## config.mk

```make
export PLATFORM = sky130hd
export DESIGN_NAME = three_wire_config_serial_port
export DESIGN_NICKNAME = d
export VERILOG_FILES = /design/src/design/cfg_port_pkg.sv /design/src/design/sync_edge.sv /design/src/design/cfg_reg_bank.sv /design/src/design/three_wire_config_serial_port.sv
export SDC_FILE = /design/constraint.sdc
export NUM_CORES = 2
export LEC_CHECK = 0
export BUFFER_PORTS_ARGS = -buffer_cell sky130_fd_sc_hd__buf_2
export CORE_UTILIZATION = 50
export DETAILED_ROUTE_END_ITERATION = 16
export GPL_ROUTABILITY_DRIVEN = 0
export GPL_TIMING_DRIVEN = 0
export PLACE_DENSITY = 0.75
export RECOVER_POWER = 25
export SYNTH_ARGS = -nofsm -noshare
export SYNTH_HDL_FRONTEND = slang
export SYNTH_SLANG_ARGS = --single-unit
export TNS_END_PERCENT = 30
```

## constraint.sdc

```tcl
create_clock -name CLK -period 2.1 [get_ports CLK]
set_input_delay 0.105 -clock CLK [delete_from_list [all_inputs] [get_ports CLK]]
set_output_delay 0.105 -clock CLK [all_outputs]
set_load 0.1 [all_outputs]
```

## src/design/cfg_port_pkg.sv

```systemverilog
// Constants for the three-wire configuration serial port
package cfg_port_pkg;
   // Serial frame layout
   localparam int FRAME_W = 32;
   localparam int ADDR_W = 5;
   localparam int DATA_W = 27;
   localparam int NUM_REGS = 32;
   localparam int NUM_CH = 6;
   localparam int NUM_REF = 3;
   // Output channel fields inside the data part of a frame
   localparam int DIV_LSB = 0;
   localparam int DIV_W = 11;
   localparam int DDLY_LSB = 11;
   localparam int DDLY_W = 10;
   localparam logic [10:0] DIV_LIMIT = 11'h019;
   localparam logic [9:0] DDLY_LIMIT = 10'h00c;
   localparam logic [1:0] EXTRA_CLOCKS = 2'h3;
   localparam logic [5:0] RB_BITS = 6'h20;
   // Clock
   localparam int CLK_PERIOD_NS = 50;
   // APB register offsets
   localparam int PADDR_W = 12;
   localparam logic [11:0] OFF_CTRL = 12'h000;
   localparam logic [11:0] OFF_STATUS = 12'h004;
   localparam logic [11:0] OFF_BIAS = 12'h008;
   localparam logic [11:0] OFF_BANK = 12'h080;
   // Control register fields
   localparam int CTRL_AUTOSYNC = 0;
   localparam int CTRL_RBLE = 1;
   localparam int CTRL_RBADDR_LSB = 4;
   localparam logic [31:0] CTRL_RESET = 32'h0000_0000;
   // Status register fields
   localparam int ST_ADDR_LSB = 0;
   localparam int ST_PENDING = 5;
   localparam int ST_EARLY_SYNC = 6;
   localparam int ST_RB_ACTIVE = 7;
   localparam int ST_REF_LSB = 8;
   localparam int ST_APPLIED_LSB = 16;
   localparam int ST_FRAMES_LSB = 24;
   // Status pin bias, two bits per pin
   localparam logic [1:0] BIAS_HIZ = 2'h0;
   localparam logic [1:0] BIAS_PULLUP = 2'h1;
   localparam logic [1:0] BIAS_PULLDOWN = 2'h2;
   localparam logic [5:0] BIAS_RESET = 6'h00;
endpackage

```

## src/design/sync_edge.sv

```systemverilog
// Two-flop synchroniser with edge detection for one pin
`timescale 1ns/100ps
module sync_edge (
   // Clock and reset
   input wire logic clk,
   input wire logic rst_n,
   // Asynchronous pin
   input wire logic din,
   // Synchronised level and edges
   output logic level,
   output logic rise,
   output logic fall
);
   logic s1;
   logic s2;
   logic s3;

   always_ff @(posedge clk or negedge rst_n) begin
      if (!rst_n) begin
         s1 <= 1'b0;
         s2 <= 1'b0;
         s3 <= 1'b0;
      end else begin
         s1 <= din;
         s2 <= s1;
         s3 <= s2;
      end
   end

   // Only the second and third stages are looked at
   assign level = s2;
   assign rise = s2 & ~s3;
   assign fall = ~s2 & s3;
endmodule

```

## src/design/cfg_reg_bank.sv

```systemverilog
// Bank of configuration registers with one write and two read ports
`timescale 1ns/100ps
module cfg_reg_bank (
   // Clock and reset
   input wire logic clk,
   input wire logic rst_n,
   // Write port
   input wire logic we,
   input wire logic [4:0] waddr,
   input wire logic [26:0] wdata,
   // Read ports
   input wire logic [4:0] raddr_a,
   output logic [26:0] rdata_a,
   input wire logic [4:0] raddr_b,
   output logic [26:0] rdata_b
);
   logic [26:0] mem [cfg_port_pkg::NUM_REGS];

   always_ff @(posedge clk or negedge rst_n) begin
      if (!rst_n) begin
         for (int i = 0; i < cfg_port_pkg::NUM_REGS; i++) begin
            mem[i] <= 27'h0;
         end
      end else if (we) begin
         mem[waddr] <= wdata;
      end
   end

   assign rdata_a = mem[raddr_a];
   assign rdata_b = mem[raddr_b];
endmodule

```

## src/design/three_wire_config_serial_port.sv

```systemverilog
// Three-wire serial configuration port with APB access
//
// Functional notes
// Shift data bit in on each clock rise
// Latch rise copies word to addressed register
// Host parks lines low after programming
// Large channel values need extra clocks
// Auto sync needs extra clocks, latch high
// Auto sync fires on latch falling edge
// Readback keeps shifting input data in
// Latch after readback stores shifted bits
// Address is last five bits shifted
// Readback bit changes after clock fall
// Readback works with either latch setting
// Status pin bias from two-bit type
// 32-bit frame, MSB first, address last
`timescale 1ns/100ps
module three_wire_config_serial_port (
   // Clock and reset
   input wire logic CLK,
   input wire logic RST_N,
   // APB slave
   input wire logic PSEL,
   input wire logic PENABLE,
   input wire logic PWRITE,
   input wire logic [11:0] PADDR,
   input wire logic [31:0] PWDATA,
   output logic PREADY,
   output logic [31:0] PRDATA,
   output logic PSLVERR,
   // Serial programming pins
   input wire logic SERIAL_PROG_CLOCK,
   input wire logic SERIAL_PROG_DATA,
   input wire logic SERIAL_LATCH_ENABLE,
   // Readback pin
   output logic READBACK_DATA,
   output logic READBACK_OE_N,
   // Output synchronisation event
   output logic SYNC_PULSE,
   // Reference status pins used as inputs
   input wire logic [2:0] REF_STATUS_PIN,
   output logic [2:0] REF_STATUS_PULL_UP,
   output logic [2:0] REF_STATUS_PULL_DOWN
);
   logic sck_rise;
   logic sck_fall;
   logic sdi_level;
   logic armed;
   logic le_rise;
   logic le_fall;
   logic [2:0] ref_level;
   logic [31:0] shift_reg;
   logic [31:0] ctrl;
   logic [5:0] bias;
   logic [4:0] last_addr;
   logic pending;
   logic [4:0] pending_addr;
   logic [1:0] extra_cnt;
   logic early_sync;
   logic [5:0] applied;
   logic [7:0] frames;
   logic [31:0] rb_shift;
   logic [5:0] rb_cnt;
   logic rb_active;
   logic [26:0] bank_rdata;
   logic [26:0] rb_rdata;
   logic [4:0] frame_addr;
   logic [26:0] frame_data;
   logic large_value;
   logic is_channel;
   logic repeat_write;
   logic commit;
   logic rb_load;
   logic apb_setup;
   logic apb_write;
   logic bank_hit;
   logic [31:0] next_prdata;
   logic next_pslverr;
   logic [31:0] status;

   // Pins cross into the CLK domain before any use
   sync_edge u_sync_sck (
      .clk(CLK),
      .rst_n(RST_N),
      .din(SERIAL_PROG_CLOCK),
      .level(),
      .rise(sck_rise),
      .fall(sck_fall)
   );

   sync_edge u_sync_sdi (
      .clk(CLK),
      .rst_n(RST_N),
      .din(SERIAL_PROG_DATA),
      .level(sdi_level),
      .rise(),
      .fall()
   );

   sync_edge u_sync_le (
      .clk(CLK),
      .rst_n(RST_N),
      .din(SERIAL_LATCH_ENABLE),
      .level(),
      .rise(le_rise),
      .fall(le_fall)
   );

   generate
      for (genvar g = 0; g < cfg_port_pkg::NUM_REF; g++) begin : g_ref
         sync_edge u_sync_ref (
            .clk(CLK),
            .rst_n(RST_N),
            .din(REF_STATUS_PIN[g]),
            .level(ref_level[g]),
            .rise(),
            .fall()
         );
      end
   endgenerate

   // Data and clock go through equal stages, so they stay aligned
   always_ff @(posedge CLK or negedge RST_N) begin
      if (!RST_N) begin
         shift_reg <= 32'h0;
      end else if (sck_rise) begin
         shift_reg <= {shift_reg[30:0], sdi_level};
      end
   end

   assign frame_addr = shift_reg[4:0];
   assign frame_data = shift_reg[31:5];
   assign is_channel = frame_addr < 5'(cfg_port_pkg::NUM_CH);
   assign large_value =
      (frame_data[cfg_port_pkg::DDLY_LSB-1:cfg_port_pkg::DIV_LSB] >
       cfg_port_pkg::DIV_LIMIT) ||
      (frame_data[cfg_port_pkg::DDLY_LSB+cfg_port_pkg::DDLY_W-1:
                  cfg_port_pkg::DDLY_LSB] > cfg_port_pkg::DDLY_LIMIT);
   // The next frame's clocks already commit a pending value, so a second
   // latch to that channel still has to count as the repeat
   assign repeat_write = le_rise && (pending || armed) &&
                         (frame_addr == pending_addr);

   // Every latch rise stores the word, readback frames included
   cfg_reg_bank u_bank (
      .clk(CLK),
      .rst_n(RST_N),
      .we(le_rise),
      .waddr(frame_addr),
      .wdata(frame_data),
      .raddr_a(PADDR[6:2]),
      .rdata_a(bank_rdata),
      .raddr_b(ctrl[cfg_port_pkg::CTRL_RBADDR_LSB+:5]),
      .rdata_b(rb_rdata)
   );

   // A large channel value waits for three more clock rises or a repeat
   assign commit = (pending && sck_rise &&
                    extra_cnt == cfg_port_pkg::EXTRA_CLOCKS - 2'h1) ||
                   repeat_write;

   always_ff @(posedge CLK or negedge RST_N) begin
      if (!RST_N) begin
         pending <= 1'b0;
         pending_addr <= 5'h0;
         extra_cnt <= 2'h0;
         armed <= 1'b0;
      end else if (le_rise && is_channel && large_value && !repeat_write) begin
         pending <= 1'b1;
         pending_addr <= frame_addr;
         extra_cnt <= 2'h0;
         armed <= 1'b0;
      end else if (commit) begin
         pending <= 1'b0;
         extra_cnt <= 2'h0;
         armed <= !le_rise;
      end else if (pending && sck_rise) begin
         extra_cnt <= extra_cnt + 2'h1;
      end else if (le_rise) begin
         armed <= 1'b0;
      end
   end

   always_ff @(posedge CLK or negedge RST_N) begin
      if (!RST_N) begin
         applied <= 6'h3f;
      end else begin
         for (int i = 0; i < cfg_port_pkg::NUM_CH; i++) begin
            if (commit && pending_addr == 5'(i)) begin
               applied[i] <= 1'b1;
            end else if (le_rise && frame_addr == 5'(i)) begin
               applied[i] <= !large_value;
            end
         end
      end
   end

   always_ff @(posedge CLK or negedge RST_N) begin
      if (!RST_N) begin
         last_addr <= 5'h0;
         frames <= 8'h00;
      end else if (le_rise) begin
         last_addr <= frame_addr;
         frames <= frames + 8'h01;
      end
   end

   // Sync on latch fall; a value still pending then is flagged
   always_ff @(posedge CLK or negedge RST_N) begin
      if (!RST_N) begin
         SYNC_PULSE <= 1'b0;
      end else begin
         SYNC_PULSE <= le_fall && ctrl[cfg_port_pkg::CTRL_AUTOSYNC];
      end
   end

   // Set wins over a software clear in the same cycle
   always_ff @(posedge CLK or negedge RST_N) begin
      if (!RST_N) begin
         early_sync <= 1'b0;
      end else if (le_fall && ctrl[cfg_port_pkg::CTRL_AUTOSYNC] &&
                   pending) begin
         early_sync <= 1'b1;
      end else if (apb_write && PADDR == cfg_port_pkg::OFF_STATUS &&
                   PWDATA[cfg_port_pkg::ST_EARLY_SYNC]) begin
         early_sync <= 1'b0;
      end
   end

   // Readback load edge follows the latch setting
   assign rb_load = ctrl[cfg_port_pkg::CTRL_RBLE] ? le_rise : le_fall;

   always_ff @(posedge CLK or negedge RST_N) begin
      if (!RST_N) begin
         rb_shift <= 32'h0;
         rb_cnt <= 6'h00;
         rb_active <= 1'b0;
      end else if (rb_load) begin
         rb_shift <= {rb_rdata, ctrl[cfg_port_pkg::CTRL_RBADDR_LSB+:5]};
         rb_cnt <= 6'h00;
         rb_active <= 1'b1;
      end else if (rb_active && sck_fall) begin
         rb_shift <= {rb_shift[30:0], 1'b0};
         rb_cnt <= rb_cnt + 6'h01;
         rb_active <= rb_cnt != cfg_port_pkg::RB_BITS - 6'h01;
      end
   end

   always_ff @(posedge CLK or negedge RST_N) begin
      if (!RST_N) begin
         READBACK_DATA <= 1'b0;
         READBACK_OE_N <= 1'b1;
      end else begin
         READBACK_DATA <= rb_shift[31];
         READBACK_OE_N <= !rb_active;
      end
   end

   // Status pin bias; code 3 is left floating
   always_ff @(posedge CLK or negedge RST_N) begin
      if (!RST_N) begin
         REF_STATUS_PULL_UP <= 3'h0;
         REF_STATUS_PULL_DOWN <= 3'h0;
      end else begin
         for (int i = 0; i < cfg_port_pkg::NUM_REF; i++) begin
            REF_STATUS_PULL_UP[i] <= bias[2*i+:2] == cfg_port_pkg::BIAS_PULLUP;
            REF_STATUS_PULL_DOWN[i] <=
               bias[2*i+:2] == cfg_port_pkg::BIAS_PULLDOWN;
         end
      end
   end

   // APB slave, zero wait states
   assign PREADY = 1'b1;
   assign apb_setup = PSEL && !PENABLE;
   assign apb_write = PSEL && PENABLE && PWRITE;
   assign bank_hit = PADDR[11:7] == cfg_port_pkg::OFF_BANK[11:7] &&
                     PADDR[1:0] == 2'h0;

   always_ff @(posedge CLK or negedge RST_N) begin
      if (!RST_N) begin
         ctrl <= cfg_port_pkg::CTRL_RESET;
         bias <= cfg_port_pkg::BIAS_RESET;
      end else if (apb_write) begin
         if (PADDR == cfg_port_pkg::OFF_CTRL) begin
            ctrl <= {23'h0, PWDATA[8:4], 2'h0, PWDATA[1:0]};
         end
         if (PADDR == cfg_port_pkg::OFF_BIAS) begin
            bias <= PWDATA[5:0];
         end
      end
   end

   always_comb begin
      status = 32'h0;
      status[cfg_port_pkg::ST_ADDR_LSB+:5] = last_addr;
      status[cfg_port_pkg::ST_PENDING] = pending;
      status[cfg_port_pkg::ST_EARLY_SYNC] = early_sync;
      status[cfg_port_pkg::ST_RB_ACTIVE] = rb_active;
      status[cfg_port_pkg::ST_REF_LSB+:3] = ref_level;
      status[cfg_port_pkg::ST_APPLIED_LSB+:6] = applied;
      status[cfg_port_pkg::ST_FRAMES_LSB+:8] = frames;
   end

   always_comb begin
      next_prdata = 32'h0;
      next_pslverr = 1'b0;
      if (PADDR == cfg_port_pkg::OFF_CTRL) begin
         next_prdata = ctrl;
      end else if (PADDR == cfg_port_pkg::OFF_STATUS) begin
         next_prdata = status;
      end else if (PADDR == cfg_port_pkg::OFF_BIAS) begin
         next_prdata = {26'h0, bias};
      end else if (bank_hit) begin
         next_prdata = {5'h0, bank_rdata};
         next_pslverr = PWRITE;
      end else begin
         next_pslverr = 1'b1;
      end
   end

   // Read data is captured in the setup cycle and held through access
   always_ff @(posedge CLK or negedge RST_N) begin
      if (!RST_N) begin
         PRDATA <= 32'h0;
         PSLVERR <= 1'b0;
      end else if (apb_setup) begin
         PRDATA <= PWRITE ? 32'h0 : next_prdata;
         PSLVERR <= next_pslverr;
      end
   end
endmodule

```

# Yosys cells after proc, flatten, opt, wreduce, memory -nomap -nowiden
# Index checks and enable logic that the tools add are counted.
[word_totals]
ff_bits = 1033
latch_bits = 0
ram_bits = 0
mem_bits_ro = 0
inputBits = 55
out_inout_bits = 43
word_cells = 219
n_memories = 0
[classes]
add_sub_neg = 3
mul = 0
div_mod_pow = 0
n_lt_le_gt_ge = 7
eq_ne = 23
n_shift = 0
muxes = 48
bitwise = 11
reduce_logical = 55
[op_table]
columns = ["operator", "n"]
rows = [
  ["864-bit bitwise mux", 1],
  ["27-bit binary-select mux with 5-bit select", 2],
  ["27-bit two-way mux", 7],
  ["32-bit two-way mux", 5],
  ["27-bit demux with 5-bit select", 1],
  ["1-bit logical AND", 29],
  ["1-bit two-way mux", 27],
  ["5-bit by 2-bit equality test with 1-bit output (second input constant)", 4],
  ["5-bit by 3-bit equality test with 1-bit output (second input constant)", 4],
  ["6-bit greater-or-equal comparator (second input constant)", 3],
  ["5-bit inverter with 6-bit output", 3],
  ["2-bit nonzero test", 9],
  ["5-bit by 1-bit equality test with 1-bit output (second input constant)", 3],
  ["12-bit by 3-bit equality test with 1-bit output (second input constant)", 1],
  ["12-bit by 4-bit equality test with 1-bit output (second input constant)", 1],
  ["12-bit zero test", 1],
  ["6-bit two-way mux", 2],
  ["11-bit by 5-bit greater-than comparator with 1-bit output (second input constant)", 1],
  ["10-bit by 4-bit greater-than comparator with 1-bit output (second input constant)", 1],
  ["5-bit zero test", 2],
  ["8-bit by 1-bit adder with 8-bit output (second input constant)", 1],
  ["2-bit equality test (second input constant)", 4],
  ["6-bit by 1-bit adder with 6-bit output (second input constant)", 1],
  ["2-bit by 1-bit equality test with 1-bit output (second input constant)", 3],
  ["other kinds (14)", 31],
]

# Longest topological paths before layout
[depth]
ltp_word = 9
mapped_depth = 10
depth_no_buf = 6

# Modules after synthesis
# A second synthesis with hierarchy kept.
[unflattened]
hier_cells = 4484
area_unflattened_um2 = 54604.9
[modules_own_cells]
columns = ["mod", "n_inst", "cells_per_inst", "area_per_inst_um2", "seq_area_each_um2"]
rows = [
  ["cfg_reg_bank", 1, 3886, 47290.4, 21620.7],
  ["three_wire_config_serial_port", 1, 568, 6774.0, 3887.5],
  ["sync_edge", 6, 5, 90.1, 75.1],
]

# Least setup slack after synthesis
# OpenSTA, ideal clock, no wires.
[synth_path]
path_type = "register to register"
from = "reg ctrl[4]"
to = "reg rb_shift[9]"
arrival_time_ns = 2.097
slack_ns = -0.118
stages_incl_launch_ff = 9
path_buffers = 4
synth_period_minus_slack_ns = 2.218
path_cell_list = "dfrtp_1 -> clkbuf_1 -> buf_4 -> buf_4 -> buf_2 -> mux4_2 -> mux2i_1 -> o221ai_1 -> o22a_1"
[synth_between]
elab_chain_cells = 5
[synth_rtl]
columns = ["element", "line", "text"]
rows = [
  ["start: declaration", "three_wire_config_serial_port.sv:53", "logic [31:0] ctrl;"],
  ["start signal: assignment", "three_wire_config_serial_port.sv:282", "ctrl <= cfg_port_pkg::CTRL_RESET;"],
  ["start signal: assignment", "three_wire_config_serial_port.sv:286", "ctrl <= {23'h0, PWDATA[8:4], 2'h0, PWDATA[1:0]};"],
  ["5-bit inverter with 6-bit output (not written as such)", "cfg_reg_bank.sv:30", "assign rdata_b = mem[raddr_b];"],
  ["27-bit binary-select mux with 5-bit select", "cfg_reg_bank.sv:30", ""],
  ["27-bit two-way mux (not written as such) (2 in series)", "cfg_reg_bank.sv:30", ""],
  ["32-bit two-way mux", "three_wire_config_serial_port.sv:238", "end else if (rb_load) begin"],
  ["end signal: assignment", "three_wire_config_serial_port.sv:239", "rb_shift <= {rb_rdata, ctrl[cfg_port_pkg::CTRL_RBADDR_LSB+:5]};"],
  ["end signal: assignment", "three_wire_config_serial_port.sv:243", "rb_shift <= {rb_shift[30:0], 1'b0};"],
  ["end: declaration", "three_wire_config_serial_port.sv:62", "logic [31:0] rb_shift;"],
]
# No other way between the ends. The select of a mux whose other input is x is not followed.
# A chain may end at the register's enable or synchronous reset.

# Worst setup path in the final report
[layout_path]
from = "reg shift_reg[6]"
to = "reg pending_addr[0]"
[layout_between]
elab_chain_cells = 4
[layout_rtl]
columns = ["element", "line", "text"]
rows = [
  ["start: declaration", "three_wire_config_serial_port.sv:52", "logic [31:0] shift_reg;"],
  ["start signal: assignment", "three_wire_config_serial_port.sv:127", "shift_reg <= {shift_reg[30:0], sdi_level};"],
  ["11-bit by 5-bit greater-than comparator with 1-bit output", "three_wire_config_serial_port.sv:135", "(frame_data[cfg_port_pkg::DDLY_LSB-1:cfg_port_pkg::DIV_LSB] >"],
  ["1-bit logical OR", "three_wire_config_serial_port.sv:136", "cfg_port_pkg::DIV_LIMIT) ||"],
  ["1-bit logical AND (2 in series)", "three_wire_config_serial_port.sv:168", "end else if (le_rise && is_channel && large_value && !repeat_write) begin"],
  ["end signal: assignment", "three_wire_config_serial_port.sv:170", "pending_addr <= frame_addr;"],
  ["end: declaration", "three_wire_config_serial_port.sv:57", "logic [4:0] pending_addr;"],
]
# No other way between the ends.

==> results.toml <==
[outcome]
outcome = "complete, but fails checks"
violations = "setup timing"

[yosys]
synthTopCellsByCount = "1026 x dfrtp_1, 920 x mux2_2, 416 x mux4_2, 210 x clkbuf_1, 128 x mux2i_1"
yosys_warnings = 0
synth.avg_cell_area_um2 = 15.1
yosysSeqAreaShare = 0.491
yosysUniqueCellTypes = 69
yosysMostFrequentCell = "dfrtp_1"
synth_top_area_frac = 0.488
syn_area_um2 = 52600
synth-edff-count = 0
synth_area_leaders = "dfrtp_1 49%, mux2_2 20%, mux4_2 18%"
synth_flop_cell = "dfrtp_1"
synth_seq_cells = 1033
syn_inst = 3482
async_flop_share = 1.00
synth_nets = 3540
synth_top_cell_by_area = "dfrtp_1"

[grt]
grtUsageTotal = 0.402
overflow = 0
grt_max_degree = 169
antenna_found_initial = 18
grt_pass1_wl_mm = 298
grt_pass1_vias = 39300

[hold_path]
hp-class = "primary input to register"

[worst_setup_path]
r2r_cells = 5
worstPathMaxFanout = 7
rr_endpoint = "pending_addr[0]"
cp-end-kind = "register"
cp-endpoint = "pending_addr[0]"
crit_required_ns = 2.72
cp-start-kind = "register"
regToRegSetupSlack_ns = -0.48
critical_path_arrival_ns = 3.20
crit_type = "register to register"
cp-startpoint = "shift_reg[6]"
r2r_start = "shift_reg[6]"

[power]
p_clk_frac = 0.395
peakVddDrop_mv = 0.884
p_seq_frac = 0.441
p_switching_w = 0.0154
total_power_w = 0.0531
leakagePower_nw = 28.6
p_int_w = 0.0378
pwr_density_cell_nw_per_um2 = 833
p_comb_frac = 0.164
switching_share = 0.289

[sta]
fmax_mhz = 387
finalSetupTns_ns = -79.29
fin_worst_skew_ns = 0.0507
worst_pin_slew_ns = 1.42
max-slew-margin-rel = 0.0523
setup-violations-final = 749
worst_slack_ns = -0.484
rsz0062_at_grt = "true"
hold_viol = 0
slew_viol_final = 0
finalCritPeriodShare = 1.23
fin_crit_ns = 2.58

[layout]
areaGrowthSynthToFinish_pct = 21.3
finalNetCount = 3884
fin_area_um2 = 63800
drive_above_1_share = 0.556
regMostFlops = "u_bank.mem"
finish.utilization = 0.614
largest_reg_flops = 864

[job]
drv_cap = 0

[route]
ant_nets = 0
vias = 40400
dr.first_iter.drc_count = 6907
first_pass_iters = 10
drcViolationCount = 0
wl_per_cell_um = 40.8
viasPerCell = 7.60
routed_wl_mm = 217

[die]
die-area_um2 = 107000
core_area_um2 = 104000
die_w_um = 326
pin_count = 98
fp.dieH_um = 326
rows = 118
start_util = 0.506

[placed_design]
io_buffers = 70
detailed_place.area_um2 = 55100
hpwlAfterDp_mm = 134

[cts]
cts.sinks = 1033
worstSkewPairLatency_ns = 0.74
clock-root-buffer = "clkbuf_16"
h-tree-depth = 3
max-clock-path-buffers = 3
cts_tree = "yes"
cts.clk_slew.worst_paths_ns = 0.07
cts_buffers = 106
-- through the flow --
step	setup slack (ns)	hold WS, ns	instances
final	-0.484	0.0118	5313
after global routing	-0.344	0.0452	5298
after CTS	-0.270	0.00465	5260
after detailed placement	-2.26	-0.0183	4946
after global placement	-21.50	0.214	4932
after floorplan	-0.0777	-0.191	3482
-- repair_timing --
item	in CTS	in global routing
hold buffers	32	0
resized for setup	674	249
pin swaps	61	44
buffers inserted	81	41
gates cloned	15	3
endpoints found under the setup margin	960	981
hold endpoints to repair	353	0
-- worst max-delay path, cell delays in order, from the launching register on --
cell	delay (ns)
dfrtp_2	0.49
o211ai_1	0.69
and3_1	0.33
nand3_4	0.22
nand4b_1	0.38
mux2_4	0.34
-- layer usage --
layer  vias to the layer above  GRT usage  part of all wire
met5                         -     0.0155            0.0026
met4                        23      0.294             0.098
met3                      1376      0.230              0.17
met2                      4120      0.540              0.40
met1                     20600      0.476              0.33
li1                      14200          -                 -
-- logic make-up after synthesis --
kind of cell,Yosys count,synth area share
other cells,1,0.0000713
mux,1476,0.405
compound gates,313,0.0420
fa+ha+maj,3,0.000713
xor+xnor,17,0.00283
flops,1033,0.491
buf+inv,343,0.0294
simple gates,296,0.0283
-- layout make-up --
type | instances | area [um^2]
inverters | 7 | 26.3
clock buffers | 156 | 3220
repair buffers | 251 | 2670
well taps | 1380 | 1730
fillers | 7203 | 40100
clock inverters | 39 | 618
flip-flops and latches | 1033 | 25900
multi-input cells | 2106 | 26700
plain buffers | 321 | 2980
diodes | 20 | 50.0
-- how the worst min path moves through the flow --
stage / startpoint / end / slack [ns] / cells after the start
3_5_place_dp: RST_N / u_bank.mem[585] / -0.02 / 1
4_1_cts: PSEL / ctrl[0] / 0.005 / 4
3_3_place_gp: REF_STATUS_PIN[1] / g_ref[1].u_sync_ref.s1 / 0.21 / 1
2_1_floorplan: RST_N / PRDATA[0] / -0.19 / 0
6_report: REF_STATUS_PIN[2] / g_ref[2].u_sync_ref.s1 / 0.01 / 2
5_1_grt: PSEL / PRDATA[17] / 0.05 / 4
-- placed cells by master, fill, tap and decap left out, drive strengths merged, types with 17 or more instances in the layout --
cell and count:
dfrtp 1026, mux2 920, mux4 428, clkbuf 350
buf 350, mux2i 128, nand2 96, o21ai 65
o22ai 59, nor2 54, a211oi 33, a22oi 28
nor2b 28, dlygate4sd3 27, o221ai 23, nor3 22
diode 20, clkinv 20, nand3 20, a21oi 18
o22a 17
-- power groups by stage --
stage	clock [W]	sequential, W	combinational, W
2_1_floorplan	0	0.0229	0.00466
3_3_place_gp	0	0.0234	0.00690
3_5_place_dp	0	0.0235	0.00715
4_1_cts	0.0208	0.0232	0.00777
5_1_grt	0.0217	0.0235	0.00893
6_report	0.0210	0.0234	0.00871
Note: power is estimated with default switching activity, not from simulation.
